===== config.mk =====
export PLATFORM = sky130hd
export DESIGN_NAME = jtag_tap_boundary_scan
export DESIGN_NICKNAME = d
export VERILOG_FILES = /design/src/rtl/jtag_tap_pkg.sv /design/src/rtl/jtag_tap_boundary_scan.sv
export SDC_FILE = /design/constraint.sdc
export NUM_CORES = 1
export LEC_CHECK = 0
export ABC_AREA = 1
export BUFFER_PORTS_ARGS = -buffer_cell sky130_fd_sc_hd__buf_2
export CORE_ASPECT_RATIO = 0.6
export CORE_MARGIN = 5
export CORE_UTILIZATION = 40
export CTS_BUF_LIST = sky130_fd_sc_hd__clkbuf_4
export DETAILED_ROUTE_END_ITERATION = 10
export PLACE_DENSITY = 0.63
export SYNTH_ARGS = -nofsm -noshare
export SYNTH_HDL_FRONTEND = slang
export SYNTH_SLANG_ARGS = --single-unit

===== constraint.sdc =====
create_clock -name clk -period 3.1 [get_ports clk]
set_input_delay 0.465 -clock clk [delete_from_list [all_inputs] [get_ports clk]]
set_output_delay 0.465 -clock clk [all_outputs]
set_load 0.01 [all_outputs]

===== src/rtl/jtag_tap_pkg.sv =====
// Constants, opcodes and state type shared by the test access port
package jtag_tap_pkg;
    localparam int IR_WIDTH = 5;
    localparam int ID_WIDTH = 32;
    localparam int BS_LEN = 8;
    localparam int TMS_RESET_COUNT = 5;
    localparam logic [2:0] TMS_CNT_MAX = 3'h5;
    localparam logic [2:0] TMS_CNT_ONE = 3'h1;
    localparam logic [1:0] IR_CAPTURE_LSBS = 2'h1;
    // Arbitrary identification value, bit 0 set as the standard requires
    localparam logic [ID_WIDTH-1:0] ID_CODE = 32'h0000_0001;
    localparam logic [IR_WIDTH-1:0] OP_IDCODE = 5'h01;
    localparam logic [IR_WIDTH-1:0] OP_SAMPLE_PRELOAD = 5'h02;
    localparam logic [IR_WIDTH-1:0] OP_EXTEST = 5'h03;
    localparam logic [IR_WIDTH-1:0] OP_INTEST = 5'h04;
    localparam logic [IR_WIDTH-1:0] OP_CLAMP = 5'h06;
    localparam logic [IR_WIDTH-1:0] OP_STATIC_RESET = 5'h0c;
    localparam logic [IR_WIDTH-1:0] OP_SAB_FIRST = 5'h10;
    localparam logic [IR_WIDTH-1:0] OP_SAB_LAST = 5'h15;
    localparam logic [IR_WIDTH-1:0] OP_BYPASS = 5'h1f;

    typedef enum logic [3:0] {
        TEST_LOGIC_RESET,
        RUN_TEST_IDLE,
        SELECT_DR,
        CAPTURE_DR,
        SHIFT_DR,
        EXIT1_DR,
        PAUSE_DR,
        EXIT2_DR,
        UPDATE_DR,
        SELECT_IR,
        CAPTURE_IR,
        SHIFT_IR,
        EXIT1_IR,
        PAUSE_IR,
        EXIT2_IR,
        UPDATE_IR
    } tap_state_t;
endpackage


===== src/rtl/jtag_tap_boundary_scan.sv =====
// Test access port with instruction register, data registers and boundary scan
//
// Functional notes
// - Test clock low at reset-pin release enables test port and takes the pins.
// - Test clock high at reset-pin release returns pins to normal use.
// - Enabling the port sets halt; a halt command writing zero clears it.
// - While the reset pin is low the port does nothing.
// - Five test-mode-select highs reach Test-Logic-Reset from any state.
// - From Test-Logic-Reset one low test-mode-select reaches Run-Test/Idle.
// - Both shift states shift least significant bit first, data in, data out.
// - Data out is released in all states but the two shift states.
// - Five-bit instruction register selects the data register for Shift-DR.
// - Instruction shift returns status bits, not the previous instruction.
// - Mode-select 1,1,0 returns to idle; instruction takes effect in Update-IR.
// - Values captured in Capture-DR shift out while new bits shift in.
// - Latched outputs update only in Update-DR; exit and pause states are inert.
// - Identification is the default instruction after reset.
// - With EXTEST loaded, latch values drive pins and pins are sampled.
// - Boundary scan runs on the sampling clock; test clock edges are detected from it.
// - Service-bus instructions keep system clocks running through sleep.
// - While pins serve the test port their peripheral functions are disabled.
// - Inputs sampled on rising test clock; data out changes on falling edge.
// - Opcode 0x01 selects the 32-bit identification register.
`timescale 1ns/10ps
module jtag_tap_boundary_scan (
    input wire logic clk, // Sampling clock, 20 MHz
    input wire logic rst, // Asynchronous reset, active high
    input wire logic clkEn, // Freezes all state while low
    input wire logic resetPinN, // External reset pin, active low
    input wire logic tckPin, // Test clock pin
    input wire logic tmsPin, // Test mode select pin
    input wire logic tdiPin, // Test data in pin
    output logic tdoOut, // Test data out value
    output logic tdoOeN, // Test data out enable, low while driving
    output logic testPortEn, // Multiplexed pins serve the test port
    output logic peripheralDisable, // Normal pin functions switched off
    output logic haltFlag, // Processor halt request
    input wire logic haltCmdValid, // Halt command from the service side
    input wire logic haltCmdValue, // Halt value written by that command
    input wire logic [2:0] irStatus, // Status bits shown during instruction shift
    output logic keepClocksOn, // Keep system clocks through sleep
    output logic staticReset, // Static reset held on the core
    output logic [jtag_tap_pkg::IR_WIDTH-1:0] activeIr, // Current instruction
    input wire logic [jtag_tap_pkg::BS_LEN-1:0] pinIn, // Levels seen on the pins
    input wire logic [jtag_tap_pkg::BS_LEN-1:0] coreOut, // Values the core drives
    output logic [jtag_tap_pkg::BS_LEN-1:0] pinOut // Values going to the pads
);
    import jtag_tap_pkg::*;

    // Pin synchronisers; the first stage feeds only the second
    logic resetMeta, resetSync;
    logic tckMeta, tckSync, tckPrev;
    logic tmsMeta, tmsSync;
    logic tdiMeta, tdiSync;
    logic [BS_LEN-1:0] pinMeta, pinSync;
    logic resetPrev;

    always_ff @(posedge clk or posedge rst) begin
        if (rst) begin
            resetMeta <= 1'b0;
            resetSync <= 1'b0;
            resetPrev <= 1'b0;
            tckMeta <= 1'b0;
            tckSync <= 1'b0;
            tckPrev <= 1'b0;
            tmsMeta <= 1'b1;
            tmsSync <= 1'b1;
            tdiMeta <= 1'b0;
            tdiSync <= 1'b0;
            pinMeta <= '0;
            pinSync <= '0;
        end else if (clkEn) begin
            resetMeta <= resetPinN;
            resetSync <= resetMeta;
            resetPrev <= resetSync;
            tckMeta <= tckPin;
            tckSync <= tckMeta;
            tckPrev <= tckSync;
            tmsMeta <= tmsPin;
            tmsSync <= tmsMeta;
            tdiMeta <= tdiPin;
            tdiSync <= tdiMeta;
            pinMeta <= pinIn;
            pinSync <= pinMeta;
        end
    end

    logic resetRelease, tapActive, tckRise, tckFall, rise, fall;
    assign resetRelease = resetSync && !resetPrev;
    assign tckRise = tckSync && !tckPrev;
    assign tckFall = !tckSync && tckPrev;
    // Nothing moves while the reset pin is low or the port is off
    assign tapActive = testPortEn && resetSync;
    assign rise = clkEn && tapActive && tckRise;
    assign fall = clkEn && tapActive && tckFall;

    // Port enable is strapped by the test clock level at reset-pin release
    always_ff @(posedge clk or posedge rst) begin
        if (rst) begin
            testPortEn <= 1'b0;
        end else if (clkEn && resetRelease) begin
            testPortEn <= !tckSync;
        end
    end
    assign peripheralDisable = testPortEn;

    logic enPrev;
    always_ff @(posedge clk or posedge rst) begin
        if (rst) begin
            enPrev <= 1'b0;
            haltFlag <= 1'b0;
        end else if (clkEn) begin
            enPrev <= testPortEn;
            // Setting on enable wins over a clearing command in the same cycle
            if (testPortEn && !enPrev) begin
                haltFlag <= 1'b1;
            end else if (haltCmdValid) begin
                haltFlag <= haltCmdValue;
            end
        end
    end

    // Controller state machine
    tap_state_t tapState, next_tapState;
    always_comb begin
        case (tapState)
            TEST_LOGIC_RESET: next_tapState = tmsSync ? TEST_LOGIC_RESET : RUN_TEST_IDLE;
            RUN_TEST_IDLE: next_tapState = tmsSync ? SELECT_DR : RUN_TEST_IDLE;
            SELECT_DR: next_tapState = tmsSync ? SELECT_IR : CAPTURE_DR;
            CAPTURE_DR: next_tapState = tmsSync ? EXIT1_DR : SHIFT_DR;
            SHIFT_DR: next_tapState = tmsSync ? EXIT1_DR : SHIFT_DR;
            EXIT1_DR: next_tapState = tmsSync ? UPDATE_DR : PAUSE_DR;
            PAUSE_DR: next_tapState = tmsSync ? EXIT2_DR : PAUSE_DR;
            EXIT2_DR: next_tapState = tmsSync ? UPDATE_DR : SHIFT_DR;
            UPDATE_DR: next_tapState = tmsSync ? SELECT_DR : RUN_TEST_IDLE;
            SELECT_IR: next_tapState = tmsSync ? TEST_LOGIC_RESET : CAPTURE_IR;
            CAPTURE_IR: next_tapState = tmsSync ? EXIT1_IR : SHIFT_IR;
            SHIFT_IR: next_tapState = tmsSync ? EXIT1_IR : SHIFT_IR;
            EXIT1_IR: next_tapState = tmsSync ? UPDATE_IR : PAUSE_IR;
            PAUSE_IR: next_tapState = tmsSync ? EXIT2_IR : PAUSE_IR;
            EXIT2_IR: next_tapState = tmsSync ? UPDATE_IR : SHIFT_IR;
            UPDATE_IR: next_tapState = tmsSync ? SELECT_DR : RUN_TEST_IDLE;
            default: next_tapState = TEST_LOGIC_RESET;
        endcase
    end

    always_ff @(posedge clk or posedge rst) begin
        if (rst) begin
            tapState <= TEST_LOGIC_RESET;
        end else if (clkEn && !testPortEn) begin
            tapState <= TEST_LOGIC_RESET;
        end else if (rise) begin
            tapState <= next_tapState;
        end
    end

    // Instruction register
    logic [IR_WIDTH-1:0] irShift;
    always_ff @(posedge clk or posedge rst) begin
        if (rst) begin
            irShift <= '0;
            activeIr <= OP_IDCODE;
        end else if (clkEn && tapState == TEST_LOGIC_RESET) begin
            // Held here while the port is off too, so a stale EXTEST cannot keep the pins
            activeIr <= OP_IDCODE;
        end else if (rise) begin
            case (tapState)
                CAPTURE_IR: irShift <= {irStatus, IR_CAPTURE_LSBS};
                SHIFT_IR: irShift <= {tdiSync, irShift[IR_WIDTH-1:1]};
                UPDATE_IR: activeIr <= irShift;
                default: irShift <= irShift;
            endcase
        end
    end

    logic selId, selBs, selRst, irIsSab, bsDrivesPins;
    assign selId = (activeIr == OP_IDCODE);
    assign selBs = (activeIr == OP_SAMPLE_PRELOAD) || (activeIr == OP_EXTEST)
        || (activeIr == OP_INTEST);
    assign selRst = (activeIr == OP_STATIC_RESET);
    assign irIsSab = (activeIr >= OP_SAB_FIRST) && (activeIr <= OP_SAB_LAST);
    assign bsDrivesPins = (activeIr == OP_EXTEST) || (activeIr == OP_INTEST)
        || (activeIr == OP_CLAMP);
    // Sleep would otherwise stop the clock that the service bus needs
    assign keepClocksOn = irIsSab;

    // Data registers; anything not decoded falls back to bypass
    logic [ID_WIDTH-1:0] idShift;
    logic [BS_LEN-1:0] bsShift, bsLatch;
    logic bypassShift, rstShift;
    always_ff @(posedge clk or posedge rst) begin
        if (rst) begin
            idShift <= '0;
            bsShift <= '0;
            bypassShift <= 1'b0;
            rstShift <= 1'b0;
        end else if (rise && tapState == CAPTURE_DR) begin
            idShift <= ID_CODE;
            bsShift <= (activeIr == OP_INTEST) ? coreOut : pinSync;
            bypassShift <= 1'b0;
            rstShift <= staticReset;
        end else if (rise && tapState == SHIFT_DR) begin
            if (selId) begin
                idShift <= {tdiSync, idShift[ID_WIDTH-1:1]};
            end else if (selBs) begin
                bsShift <= {tdiSync, bsShift[BS_LEN-1:1]};
            end else if (selRst) begin
                rstShift <= tdiSync;
            end else begin
                bypassShift <= tdiSync;
            end
        end
    end

    // Latched outputs change only on leaving Update-DR
    always_ff @(posedge clk or posedge rst) begin
        if (rst) begin
            bsLatch <= '0;
            staticReset <= 1'b0;
        end else if (rise && tapState == UPDATE_DR) begin
            if (selBs) begin
                bsLatch <= bsShift;
            end
            if (selRst) begin
                staticReset <= rstShift;
            end
        end
    end

    // Scan registers run on the sampling clock, so scan needs it running as well as the test clock
    assign pinOut = bsDrivesPins ? bsLatch : coreOut;

    logic drBit;
    always_comb begin
        if (selId) begin
            drBit = idShift[0];
        end else if (selBs) begin
            drBit = bsShift[0];
        end else if (selRst) begin
            drBit = rstShift;
        end else begin
            drBit = bypassShift;
        end
    end

    // Data out moves on the falling edge, half a period after the shift
    always_ff @(posedge clk or posedge rst) begin
        if (rst) begin
            tdoOut <= 1'b0;
            tdoOeN <= 1'b1;
        end else if (clkEn && !tapActive) begin
            tdoOeN <= 1'b1;
        end else if (fall) begin
            tdoOeN <= !(tapState == SHIFT_IR || tapState == SHIFT_DR);
            tdoOut <= (tapState == SHIFT_IR) ? irShift[0] : drBit;
        end
    end

    // Checking helpers
    logic [2:0] tmsHighCnt;
    always_ff @(posedge clk or posedge rst) begin
        if (rst) begin
            tmsHighCnt <= '0;
        end else if (rise) begin
            if (!tmsSync) begin
                tmsHighCnt <= '0;
            end else if (tmsHighCnt != TMS_CNT_MAX) begin
                tmsHighCnt <= tmsHighCnt + TMS_CNT_ONE;
            end
        end
    end

    tmsResetReach_a: assert property (@(posedge clk) disable iff (rst)
        (tmsHighCnt == TMS_CNT_MAX) |-> (tapState == TEST_LOGIC_RESET))
        else $error("Five mode-select highs did not reach Test-Logic-Reset");

    idleEntry_a: assert property (@(posedge clk) disable iff (rst)
        (rise && tapState == TEST_LOGIC_RESET && !tmsSync) |=> (tapState == RUN_TEST_IDLE))
        else $error("Low mode-select in reset state did not reach idle");

    tdoRelease_a: assert property (@(posedge clk) disable iff (rst)
        (fall && tapState != SHIFT_IR && tapState != SHIFT_DR) |=> tdoOeN)
        else $error("Data out driven outside shift states");

    irUpdateOnly_a: assert property (@(posedge clk) disable iff (rst)
        (activeIr != $past(activeIr)) |->
        ($past(tapState) == UPDATE_IR || $past(tapState) == TEST_LOGIC_RESET))
        else $error("Instruction changed outside Update-IR");

    irStatusCapture_a: assert property (@(posedge clk) disable iff (rst)
        (rise && tapState == CAPTURE_IR) |=> (irShift == {$past(irStatus), IR_CAPTURE_LSBS}))
        else $error("Instruction capture did not load status bits");

    idDefault_a: assert property (@(posedge clk) disable iff (rst)
        (rise && tapState == TEST_LOGIC_RESET) |=> (activeIr == OP_IDCODE))
        else $error("Identification not default after reset state");

    extestDrive_a: assert property (@(posedge clk) disable iff (rst)
        (activeIr == OP_EXTEST) |-> (pinOut == bsLatch))
        else $error("Pins not driven from boundary latch under EXTEST");

    latchUpdate_a: assert property (@(posedge clk) disable iff (rst)
        (bsLatch != $past(bsLatch)) |-> ($past(tapState) == UPDATE_DR && $past(rise)))
        else $error("Boundary latch changed outside Update-DR");

    haltOnEnable_a: assert property (@(posedge clk) disable iff (rst)
        (clkEn && testPortEn && !enPrev) |=> haltFlag)
        else $error("Halt not set when test port enabled");

    portStrap_a: assert property (@(posedge clk) disable iff (rst)
        (clkEn && resetRelease && !tckSync) |=> (testPortEn && peripheralDisable))
        else $error("Test port not enabled by low test clock at release");

    quietInReset_a: assert property (@(posedge clk) disable iff (rst)
        (!resetSync && testPortEn) |=> (tapState == $past(tapState)))
        else $error("Controller moved while reset pin low");

    sabClocks_a: assert property (@(posedge clk) disable iff (rst)
        (rise && tapState == UPDATE_IR && irShift >= OP_SAB_FIRST && irShift <= OP_SAB_LAST)
        |=> keepClocksOn)
        else $error("Clocks not kept for service-bus instruction");

    tdoFallOnly_a: assert property (@(posedge clk) disable iff (rst)
        (tdoOut != $past(tdoOut)) |-> $past(fall))
        else $error("Data out changed away from a falling test clock");

    tdoDriveShift_a: assert property (@(posedge clk) disable iff (rst)
        (fall && (tapState == SHIFT_IR || tapState == SHIFT_DR)) |=> !tdoOeN)
        else $error("Data out not driven in a shift state");

    irStatusOut_a: assert property (@(posedge clk) disable iff (rst)
        (fall && tapState == SHIFT_IR) |=> (tdoOut == $past(irShift[0])))
        else $error("Instruction shift did not show status on data out");

    idShiftIn_a: assert property (@(posedge clk) disable iff (rst)
        (rise && tapState == SHIFT_DR && selId) |=> (idShift[ID_WIDTH-1] == $past(tdiSync)))
        else $error("Identification register did not take data in at the top");

    portOffIdle_a: assert property (@(posedge clk) disable iff (rst)
        (clkEn && !testPortEn) |=> (tapState == TEST_LOGIC_RESET && tdoOeN))
        else $error("Disabled test port left the controller running");

endmodule // jtag_tap_boundary_scan


==> results.cfg <==
[synthesis]
synth_ff_type = dfrtp_1
synth_top_area_share_pct = 49.73
yosys.cell_types.count = 28
synth_edf_count = 0
synth.avg_cell_area_sq_um = 7.873
syn_nets = 616
yosysSeqAreaShare_pct = 52.00
synthCells = 588
synth-seq-cells = 96
ys_top_cells_by_area = dfrtp_1 (50%), nand2_1 (12%), o21ai_0 (7.8%), inv_1 (7.4%), nand4_1 (4.3%)
yosysTopAreaCell = dfrtp_1
synthArstFlopShare_pct = 100.0
yosys_warnings = 0
synth_area_sq_um = 4629

[finish]
final_cell_area_sq_um = 5114
diodes = 0
layout_common_cells = nand2_1 (142), dfrtp_1 (92), inv_1 (90)
fill_cells = 1150
area_growth_syn_to_layout_pct = 10.46
final_core_util_pct = 45.26
drive_above_1_share_pct = 14.06
nets = 656
final_common_cell = nand2_1

[power_and_ir_drop]
powerDensity_nw_per_um2 = 437.9
leakagePower_nw = 2.630
sw_frac_of_total_pct = 29.16
pwr-share-clk_pct = 27.1
design_power_total_w = 0.002239
comb_power_share_pct = 12.6
p_sw_w = 0.0006529
internal_power_w = 0.001587
seqPwrFrac_pct = 60.3
vdd_drop_max_v = 0.0001956

[route]
topRoutingLayerUsed = met4
firstDrtPassIters = 7
wl_met3_um = 763
drc_errors = 0
routed_wl_um = 10670
via_count = 3931
drt-met1-wl_um = 5523
drt-vias-per-instance = 4.957
routedWlPerCell_um = 13.46
dr_wl_met2_um = 4308
drt_first_iter_violations = 381
detail-route-antenna-nets = 0

[worst_hold_path]
worst_hold_path_type = in -> async

[sta]
timing.fmax_mhz = 370.9
fin_skew_ns = 0.01272
whs_ns = 0.05281
finalSetupViolCount = 0
worst_pin_slew_ns = 0.8647
setup_tns_ns = 0
timing.final.max_slew_violations = 0
rsz0062_at_grt = false
relSlewSlack_pct = 42.23
fin_crit_sh_pct = 86.98
hold_violations = 0
finalCriticalPeriod_ns = 2.697

[die]
die-height_um = 93.33
die_width_um = 148.9
initial_core_util_pct = 40.97
pin_count = 48
num_rows = 30
die-area_sq_um = 13900
fp.coreArea_sq_um = 11300

[clock_tree]
root_buffer = clkbuf_4
htreeDepth = 3
clkTransAtPathRegs_ns = 0.15
cts_sinks = 96
clkLatencyLatePin_ns = 0.44
cts_inserted_buffers = 9
max-clock-path-buffers = 2
cts_tree = yes

[worst_setup_path]
crit_path_max_fanout = 16
r2r_cells = 8
reg2reg_from = tapState[2]
slowest_stage = dfrtp_1
crit_path_end_kind = output port
criticalPathCategory = reg -> out
reg2reg_to = idShift[30]
r2r_slack_ns = 0.75
crit_chain = inv_1, nor2_1, nand3_2, nand2_2, nand2_1, o21ai_0, buf_2
critPathArrivalTime_ns = 2.23
cp-start-kind = register
max_stage_delay_ns = 0.43
required_ns = 2.63

[global_routing]
globalRouteOverflowTotal = 0
grt_pass1_wl_um = 18150
antenna_found_initial = 0
grt_pass1_vias = 3668
gr-usage-all-layers_pct = 16.20
grt_max_degree = 63

[place]
dp_hpwl_um = 7341
gp_congestion = 0.9316
place_area_sq_um = 4992
portBuffers = 47

[run_status]
outcome = finished clean

[run]
maxCapViolations = 0
cell families (layout without fill, tap and decap cells):
logic type	after synthesis	count (layout)	synth area share (%)
AO/OA/AOI/OAI	122	122	14.14
flip-flops	96	96	52.00
buffers and inverters	123	168	10.87
AND/OR/NAND/NOR	247	247	23.00
registers in the layout, indices dropped and copies added (netlist names), 4 cells and up:
name and count:
tapState 4, bsLatch 8, pinMeta 8, pinSync 8, idShift 32, irShift 5
activeIr 5, bsShift 8
cell usage after synthesis (2+ instances only):
library cell and instances:
a21oi_1 5, a21oi_4 2, a31oi_1 2, buf_2 12, buf_6 3, clkbuf_1 8
dfrtp_1 92, dfstp_2 4, inv_1 91, inv_2 7, nand2_1 143, nand3_1 19
nand4_1 32, nor2_1 47, nor2_2 2, o21ai_0 72, o21ai_1 32, o22ai_1 5
worst max-delay path, delay by kind of cell, from the launching register on:
kind,cells,cell delay (ns)
compound gates,1,0.12
buf+inv,2,0.27
flops,1,0.43
simple gates,4,0.97
timing repair:
| action | in CTS | in global routing |
|---|---|---|
| hold endpoints to repair | 0 | 0 |
| setup endpoints to repair | 0 | 8 |
| hold buffers | 0 | 0 |
| gates resized for setup | 0 | 2 |
| setup buffers | 0 | 0 |
worst max-delay path by stage:
stage | endpoint | slack [ns] | from
after detailed placement | pinOut[0] | 0.66 | activeIr[1]
after global placement | pinOut[0] | 0.68 | activeIr[2]
after floorplan | activeIr[1] | 0.14 | rst
after CTS | pinOut[0] | 0.10 | activeIr[1]
final | pinOut[0] | 0.40 | activeIr[2]
after global routing | pinOut[0] | 0.15 | activeIr[2]
metrics by stage:
| stage | std cells | worst slack, ns |
|---|---|---|
| 2_1_floorplan | 588 | 0.1362 |
| 3_3_place_gp | 777 | 0.6763 |
| 3_5_place_dp | 777 | 0.6585 |
| 4_1_cts | 793 | 0.1049 |
| 5_1_grt | 793 | 0.1513 |
| 6_report | 793 | 0.4035 |
final cells by class:
| class | count | area [sq um] | share of cell area, % |
|---|---|---|---|
| Clock buffer | 11 | 82.58 | 1.615 |
| Clock inverter | 5 | 31.28 | 0.6117 |
| Inverter | 99 | 372.9 | 7.291 |
| Multi-Input combinational cell | 369 | 1727 | 33.77 |
| Sequential cell | 96 | 2407 | 47.08 |
| Tap cell | 160 | 200.2 | 3.915 |
| Timing Repair Buffer | 53 | 292.8 | 5.725 |
metal layers:
layer / track usage (%) / up-vias
met3: 4.552 / 7
met1: 25.13 / 1808
met5: 0 / -
met2: 22.15 / 152
li1: - / 1964
met4: 3.656 / 0
power by group through the flow:
| stage | Clock, W | Combinational [W] | Sequential, W |
|---|---|---|---|
| floorplan | 0 | 0.000179 | 0.00137 |
| global placement | 0 | 0.000277 | 0.00137 |
| detailed placement | 0 | 0.000284 | 0.00138 |
| CTS | 0.000632 | 0.000285 | 0.00135 |
| global route | 0.000685 | 0.000322 | 0.00136 |
| finish | 0.000607 | 0.000281 | 0.00135 |
(Power assumes the default switching activity.)
